==> src/pkg/prg_pkg.sv <==
// shared constants and types for the physical random generator health gate
package prg_pkg;
  localparam int          OCT_W          = 8;
  localparam int          FIFO_DEPTH     = 4;
  // raw sample rate of the entropy source, one bit per period
  localparam int          CLK_MHZ        = 250;
  localparam int          RAW_PERIOD_NS  = 16;
  localparam int          RAW_DIV        = (RAW_PERIOD_NS * CLK_MHZ) / 1000;
  localparam logic [1:0]  DIV_MAX        = 2'(RAW_DIV - 1);
  // total failure: this many equal raw bits in a row
  localparam logic [5:0]  TF_RUN         = 6'h20;
  localparam int          DLY_LEN        = 32;
  localparam logic [5:0]  DLY_FULL       = 6'h20;
  // online test window and accepted count of ones in it
  localparam logic [7:0]  WIN_LAST       = 8'hff;
  localparam logic [8:0]  ONES_LO        = 9'h060;
  localparam logic [8:0]  ONES_HI        = 9'h0a0;
  localparam logic [2:0]  PERIOD_LAST    = 3'h7;
  localparam logic [3:0]  OCT_FULL       = 4'h8;

  typedef enum logic [1:0] {
    ST_START = 2'b00,
    ST_RUN   = 2'b01,
    ST_FAIL  = 2'b10
  } prg_state_t;
endpackage

==> src/pkg/prg_fifo_if.sv <==
// octet path between the health gate and its output fifo
`timescale 1ns/1ps
interface prg_fifo_if;
  import prg_pkg::*;
  logic             wr_valid;
  logic             wr_ready;
  logic [OCT_W-1:0] wr_data;
  logic             rd_valid;
  logic             rd_ready;
  logic [OCT_W-1:0] rd_data;
  logic             flush;

  modport fifo (input wr_valid, input wr_data, input rd_ready, input flush,
                output wr_ready, output rd_valid, output rd_data);
  modport user (output wr_valid, output wr_data, output rd_ready, output flush,
                input wr_ready, input rd_valid, input rd_data);
endinterface

==> src/rtl/prg_fifo.sv <==
// small flop fifo with valid/ready on both sides and a synchronous flush
`timescale 1ns/1ps
module prg_fifo
  import prg_pkg::*;
#(
  parameter int W = 8,
  parameter int D = 4
) (
  // clock and reset
  input wire logic clk,
  input wire logic rst,
  // octet path
  prg_fifo_if.fifo f
);
  localparam int AW = $clog2(D);

  typedef struct packed {
    logic [D-1:0][W-1:0] mem;
    logic [AW-1:0]       wr;
    logic [AW-1:0]       rd;
    logic [AW:0]         cnt;
  } prg_fifo_st_t;

  prg_fifo_st_t r;
  prg_fifo_st_t next_r;
  logic         do_wr;
  logic         do_rd;

  assign f.wr_ready = (r.cnt != (AW + 1)'(D));
  assign f.rd_valid = (r.cnt != '0);
  assign f.rd_data  = r.mem[r.rd];

  always_comb begin
    next_r = r;
    do_wr  = f.wr_valid && f.wr_ready;
    do_rd  = f.rd_valid && f.rd_ready;
    if (do_wr) begin
      next_r.mem[r.wr] = f.wr_data;
      next_r.wr        = (r.wr == AW'(D - 1)) ? '0 : r.wr + 1'b1;
    end
    if (do_rd) begin
      next_r.rd = (r.rd == AW'(D - 1)) ? '0 : r.rd + 1'b1;
    end
    next_r.cnt = r.cnt + (AW + 1)'(do_wr) - (AW + 1)'(do_rd);
    // flush drops everything held, including a same-cycle write
    if (f.flush) begin
      next_r.wr  = '0;
      next_r.rd  = '0;
      next_r.cnt = '0;
    end
  end

  always_ff @(posedge clk or posedge rst) begin
    if (rst) begin
      r <= '0;
    end else begin
      r <= next_r;
    end
  end
endmodule

==> src/rtl/prg_health_gate.sv <==
// physical random generator with total failure and online health gating
//
// Contract
// - total failure check runs right at start
// - after total failure, no output at all
// - drop output built from post-failure raw bits
// - online test at start-up and during operation
// - no output before start-up pass or after defect
// - online test periodic or continuous, bounded latency
// - both schedules offered, software picks one
// - output delivered as whole octets
// - output entropy above 0.997 per bit
// - software starts self-test, reads pass/fail flag
`timescale 1ns/1ps
module prg_health_gate
  import prg_pkg::*;
(
  // clock and reset
  input  wire logic             MCLK,
  input  wire logic             SYS_RST,
  // raw entropy source, asynchronous
  input  wire logic             RAW_BIT,
  // software control
  input  wire logic             SELFTEST_START,
  input  wire logic             MODE_CONTINUOUS,
  // software status
  output logic                  SELFTEST_DONE,
  output logic                  SELFTEST_PASS,
  output logic                  TOTAL_FAIL,
  output logic                  STAT_DEFECT,
  output logic                  BLOCKED,
  // octet output stream
  output logic                  OUT_VALID,
  output logic [OCT_W-1:0]      OUT_DATA,
  input  wire logic             OUT_READY
);
  typedef struct packed {
    logic                sync1;
    logic                sync2;
    logic [1:0]          div;
    logic                last_bit;
    logic [5:0]          run_len;
    logic [DLY_LEN-1:0]  dly;
    logic [5:0]          dly_cnt;
    logic [OCT_W-1:0]    oct;
    logic [3:0]          oct_cnt;
    logic [7:0]          win_cnt;
    logic [8:0]          ones;
    logic [2:0]          per_cnt;
    prg_state_t          state;
    logic                done;
    logic                pass;
    logic                tfail;
    logic                defect;
  } prg_gate_st_t;

  prg_gate_st_t r;
  prg_gate_st_t next_r;
  prg_fifo_if   fq ();

  logic             tick;
  logic             raw;
  logic [5:0]       run_new;
  logic             tf_hit;
  logic             release_bit;
  logic [8:0]       ones_total;
  logic             win_end;
  logic             testing;
  logic             win_bad;
  logic             flush;
  logic             oct_push;

  function automatic logic ones_out_of_range(input logic [8:0] n);
    return (n < ONES_LO) || (n > ONES_HI);
  endfunction

  // octets enter the fifo only while the gate is open
  assign oct_push    = (r.oct_cnt == OCT_FULL) && (r.state == ST_RUN);
  assign fq.wr_valid = oct_push;
  assign fq.wr_data  = r.oct;
  assign fq.rd_ready = OUT_READY && (r.state == ST_RUN);
  assign fq.flush    = flush;

  always_comb begin
    next_r      = r;
    flush       = 1'b0;
    raw         = r.sync2;
    tick        = (r.div == DIV_MAX);
    run_new     = r.run_len;
    tf_hit      = 1'b0;
    release_bit = 1'b0;
    ones_total  = r.ones + 9'(raw);
    win_end     = tick && (r.win_cnt == WIN_LAST);
    win_bad     = 1'b0;
    // start-up window is always tested, later ones by schedule
    testing     = (r.state == ST_START) || MODE_CONTINUOUS || (r.per_cnt == '0);

    // raw bit passes two flops before anything reads it
    next_r.sync1 = RAW_BIT;
    next_r.sync2 = r.sync1;
    next_r.div   = tick ? 2'h0 : r.div + 2'h1;

    if (tick) begin
      // run of equal bits is the total failure detector, active from the start
      if ((raw == r.last_bit) && (r.run_len != '0)) begin
        run_new = (r.run_len == TF_RUN) ? TF_RUN : r.run_len + 6'h01;
      end else begin
        run_new = 6'h01;
      end
      next_r.run_len  = run_new;
      next_r.last_bit = raw;
      tf_hit          = (run_new == TF_RUN);

      // bits wait in the delay line until a whole detection span has passed,
      // so no released bit can belong to a total failure not yet flagged
      next_r.dly = {r.dly[DLY_LEN-2:0], raw};
      if (r.dly_cnt == DLY_FULL) begin
        release_bit = 1'b1;
      end else begin
        next_r.dly_cnt = r.dly_cnt + 6'h01;
      end

      // octet assembly stalls while the fifo is full; bits are discarded
      if (release_bit && (r.oct_cnt != OCT_FULL)) begin
        next_r.oct     = {r.oct[OCT_W-2:0], r.dly[DLY_LEN-1]};
        next_r.oct_cnt = r.oct_cnt + 4'h1;
      end

      // online test: count of ones per window of raw bits
      next_r.win_cnt = r.win_cnt + 8'h01;
      next_r.ones    = ones_total;
      if (win_end) begin
        next_r.ones    = 9'h000;
        next_r.per_cnt = (r.per_cnt == PERIOD_LAST) ? 3'h0 : r.per_cnt + 3'h1;
        win_bad        = testing && ones_out_of_range(ones_total);
      end
    end

    // an octet leaves the assembler once the fifo takes it
    if (oct_push && fq.wr_ready) begin
      next_r.oct_cnt = (tick && release_bit) ? 4'h1 : 4'h0;
      next_r.oct     = (tick && release_bit) ? {{(OCT_W-1){1'b0}}, r.dly[DLY_LEN-1]} : r.oct;
    end

    unique case (r.state)
      ST_START: begin
        if (tf_hit) begin
          next_r.tfail = 1'b1;
          next_r.done  = 1'b1;
          next_r.state = ST_FAIL;
        end else if (win_bad) begin
          next_r.defect = 1'b1;
          next_r.done   = 1'b1;
          next_r.state  = ST_FAIL;
        end else if (win_end) begin
          next_r.pass  = 1'b1;
          next_r.done  = 1'b1;
          next_r.state = ST_RUN;
        end
      end
      ST_RUN: begin
        if (tf_hit) begin
          next_r.tfail = 1'b1;
          next_r.pass  = 1'b0;
          next_r.state = ST_FAIL;
        end else if (win_bad) begin
          next_r.defect = 1'b1;
          next_r.pass   = 1'b0;
          next_r.state  = ST_FAIL;
        end
      end
      ST_FAIL: begin
        // stays shut until a reset or a software self-test request restarts the start-up tests
        next_r.state = ST_FAIL;
      end
      default: begin
        next_r.state = ST_FAIL;
      end
    endcase

    // any failure discards every bit still in flight
    if ((r.state != ST_FAIL) && (tf_hit || win_bad)) begin
      flush          = 1'b1;
      next_r.dly_cnt = 6'h00;
      next_r.oct_cnt = 4'h0;
    end

    // software self-test request restarts the start-up tests
    if (SELFTEST_START) begin
      flush          = 1'b1;
      next_r.state   = ST_START;
      next_r.done    = 1'b0;
      next_r.pass    = 1'b0;
      next_r.tfail   = 1'b0;
      next_r.defect  = 1'b0;
      next_r.run_len = 6'h00;
      next_r.dly_cnt = 6'h00;
      next_r.oct_cnt = 4'h0;
      next_r.win_cnt = 8'h00;
      next_r.ones    = 9'h000;
      next_r.per_cnt = 3'h0;
      next_r.div     = 2'h0;
    end
  end

  // reset leaves the gate closed and the start-up tests pending
  always_ff @(posedge MCLK or posedge SYS_RST) begin
    if (SYS_RST) begin
      r <= '0;
    end else begin
      r <= next_r;
    end
  end

  prg_fifo #(
    .W (OCT_W),
    .D (FIFO_DEPTH)
  ) u_fifo (
    .clk (MCLK),
    .rst (SYS_RST),
    .f   (fq)
  );

  // the entropy figure rests on the source; the gate holds octets back for the total failure span
  // only, so bits of a window that the online test later fails can already be out
  assign OUT_VALID     = fq.rd_valid && (r.state == ST_RUN);
  assign OUT_DATA      = fq.rd_data;
  assign SELFTEST_DONE = r.done;
  assign SELFTEST_PASS = r.pass;
  assign TOTAL_FAIL    = r.tfail;
  assign STAT_DEFECT   = r.defect;
  assign BLOCKED       = (r.state != ST_RUN);
endmodule

==> config.mk <==
export PLATFORM = sky130hd
export DESIGN_NAME = prg_health_gate
export DESIGN_NICKNAME = d
export VERILOG_FILES = /design/src/pkg/prg_pkg.sv /design/src/pkg/prg_fifo_if.sv /design/src/rtl/prg_fifo.sv /design/src/rtl/prg_health_gate.sv
export SDC_FILE = /design/constraint.sdc
export NUM_CORES = 1
export LEC_CHECK = 0
export BUFFER_PORTS_ARGS = -buffer_cell sky130_fd_sc_hd__buf_4
export CAP_MARGIN = 20
export CORE_AREA = 8 8 125 127
export DETAILED_ROUTE_END_ITERATION = 8
export DIE_AREA = 0 0 133 135
export PLACE_DENSITY = 0.67
export SLEW_MARGIN = 20
export SYNTH_ARGS = -nofsm -noshare
export SYNTH_HDL_FRONTEND = slang
export SYNTH_SLANG_ARGS = --single-unit
==> constraint.sdc <==
create_clock -name MCLK -period 5.2 [get_ports MCLK]
set_input_delay 1.56 -clock MCLK [delete_from_list [all_inputs] [get_ports MCLK]]
set_output_delay 1.56 -clock MCLK [all_outputs]
set_load 0.05 [all_outputs]
==> impl_results.md <==
* Max Cap Viol at 0
* Worst setup path startpoint: u_fifo.r[3]
* Worst r2r path cells at 7
* CTS tree: done
* Reg2Reg Setup Slack at 2.13 ns
* Placement Setup Slack at 1.991 ns
* Critical Path Start Type: flop
* Io pins at 20
* Total negative slack at 0 ns
* I/O Buffers at 19
* Worst-Margin Slew at 0.9445 ns
* NumNets Final at 556
* Fraction of layout cells with a size suffix above 1 at 24.91%
* Post-Syn Area at 6047 sq um
* Ant diodes at 0
* FF+latch count, synth at 125
* Ys async rst share at 100.0%
* Netlist cell types at 59
* CTS buffer count at 17
* Syn Nets at 538
* Drt first pass iters at 4
* Postcts setup bufs at 0
* Post-route antenna net violation count at 0
* Post-CTS Resized at 0
* Worst Hold Class: reg2reg
* Total design power at 2.355 mW
* Chip Height at 135 um
* Endpoint type of the worst setup path: primary output
* Clk sinks at 125
* Post-synth top flop: dfrtp_1
* Clock transition at path regs at 0.05 ns
* Fillers at 1185
* Fin. Hold Viols at 0
* CTS Buffer Depth at 2
* Cell with the most instances after synthesis: dfrtp_1
* Hold_sp: next_r[85]
* Core footprint at 13610 sq um
* GRT Resource Usage Total at 13.63%
* Final setup fails at 0
* DR vias at 3966
* Reg area at 3128 sq um
* Area of the multi-input gates at 2738 sq um
* DRC at 0
* Top post-synthesis cells by count: 125 x dfrtp_1, 56 x mux2_2, 41 x nand2_1, 33 x nor2_1, 21 x a21oi_1
* DRT Wirelength at 11370 um
* Clock Latency Late Sink at 0.41 ns
* Largest net degree at the start of global routing at 73
* YS warnings at 0
* H-tree depth at 4
* Fmax at 0.2855 GHz
* Rel. slew slack at 37.03%
* Setup crit end: OUT_DATA[0]
* Layout Cells excl Fill at 722
* CP required at 3.64 ns
* Post-DP HPWL at 7448 um
* Ratio of total power to cell area at 338.3 nW/um^2
* Final Worst Setup Slack at 1.697 ns
* Initial Util at 44.43%
* GR Overflow Total at 0
* Max VDD drop at 0.2144 mV
* Top cells by area, synth: dfrtp_1 52%, mux2_2 10%, ha_1 4.1%, mux4_2 3.0%, nand2_1 2.5%
* Period minus WS final at 3.503 ns
* CP max FO at 11
* Row count at 43
* RSZ-0062 raised after global routing: false
* Fin crit share at 67.37%
* WL/cell at 15.75 um
* Detailed Route Iter0 Violations at 272
* Die X at 133 um
* Via density per instance at 5.493
* Routability cong. at 0.8146
* Sequential share of the synthesized area at 51.73%
* Crit Path Category: reg2out
* First-pass GRT wire length at 19920 um
* Initial antenna violation count at 0
* Layout area overhead at 15.15%
* Die area at 17960 sq um
* Max-slew violations at 0
* Hold_buf cts at 0
* Post-synth EDFFs at 0
* Clock root buffer: clkbuf_16
* Crit path DAT at 1.94 ns
* # placed instances at 690
* Reg-to-Reg End: u_fifo.r[3]
* Worst r2r src: r[83]
* Final Skew at 0.006811 ns
* Number of global-route vias before repair at 4100
* Mapped Cells at 511
* LEAKAGE at 3.182 nW
* Finished Core Util at 51.15%
* Area fraction of the dominant cell type after synthesis at 51.73%
* Status: finished, final reports clean
* Yosys top cell by area: dfrtp_1
* Syn Area/Cell at 11.83 sq um
[flip-flops by register name, summed over array words and instances (netlist names)]
name and count:
SELFTEST_DONE 1, SELFTEST_PASS 1, STAT_DEFECT 1, TOTAL_FAIL 1, fq.wr_data 8, next_r 1, r 72, raw 1
u_fifo.r 39
[layer usage]
metal	GRT usage (%)	vias up	part of all wire (%)
met1	16.08	2021	45
met5	0	-	0
met3	4.235	13	3.3
met2	23.04	55	51
met4	4.732	0	1.2
li1	-	1877	-
[logic make-up (layout without fill, tap and decap cells)]
| logic type | after synthesis | in the layout | synth area share, % |
|---|---|---|---|
| AOI/OAI and AO/OA | 81 | 81 | 10.16 |
| muxes | 81 | 81 | 16.41 |
| buffers and inverters | 44 | 75 | 3.041 |
| xor gates and xnor gates | 16 | 16 | 2.317 |
| DFF | 125 | 125 | 51.73 |
| and+or+nand+nor | 143 | 143 | 11.88 |
| adders and majority gates | 21 | 21 | 4.469 |
[worst max-delay path, cell delays in order, from the launching register on]
cell and delay, ns:
dfrtp_1 0.74, mux4_2 0.58, buf_4 0.20
[metrics by stage]
step	hold WS (ns)	cell area, sq um
after CTS	0.3822	6963
after floorplan	0.3312	6047
final	0.3701	6963
after global routing	0.3832	6963
after global placement	0.3598	6337
after detailed placement	0.3669	6337
[placed cells by master (no fill, tap or decap), types with 3 or more instances in the layout]
cell type / netlist / routed
nand2_1: 41 / 41
a211oi_2: 8 / 8
xnor2_1: 6 / 6
a21oi_1: 21 / 21
mux4_2: 8 / 8
xor2_1: 10 / 10
and3_1: 6 / 6
o21ai_1: 4 / 4
nor2b_1: 4 / 4
ha_1: 20 / 19
a22o_1: 5 / 5
a211oi_1: 5 / 5
bufinv_16: 0 / 4
or3_1: 3 / 3
nand3_1: 13 / 13
buf_4: 0 / 22
mux2i_1: 8 / 8
mux2_2: 56 / 56
inv_1: 20 / 19
o21ai_0: 13 / 13
nor2_1: 33 / 33
nor3_1: 9 / 9
nand4_1: 12 / 12
clkinv_2: 0 / 4
clkbuf_16: 0 / 17
nor4b_1: 3 / 3
dfrtp_1: 125 / 125
nand2b_1: 6 / 6
mux2_1: 9 / 9
o22ai_1: 3 / 3
[where the power goes]
group	switching, mW	total (mW)	internal, mW
combinational	0.0594	0.0985	0.0391
sequential	0.0162	1.02	0.999
clock	0.417	1.24	0.825
total	0.493	2.36	1.86
[layout make-up]
type,count,share of cell area [%]
Clock buffer,21,6.613
Clock inverter,11,2.372
Inverter,21,1.168
Multi-Input combinational cell,342,39.32
Sequential cell,125,44.92
Tap cell,180,3.235
Timing Repair Buffer,22,2.372
[worst min-delay path by stage]
| stage | end | cells past startpoint |
|---|---|---|
| 2_1_floorplan | raw | 0 |
| 3_3_place_gp | raw | 0 |
| 3_5_place_dp | raw | 0 |
| 4_1_cts | raw | 0 |
| 5_1_grt | raw | 0 |
| 6_report | raw | 0 |
(Power assumes the default switching activity.)
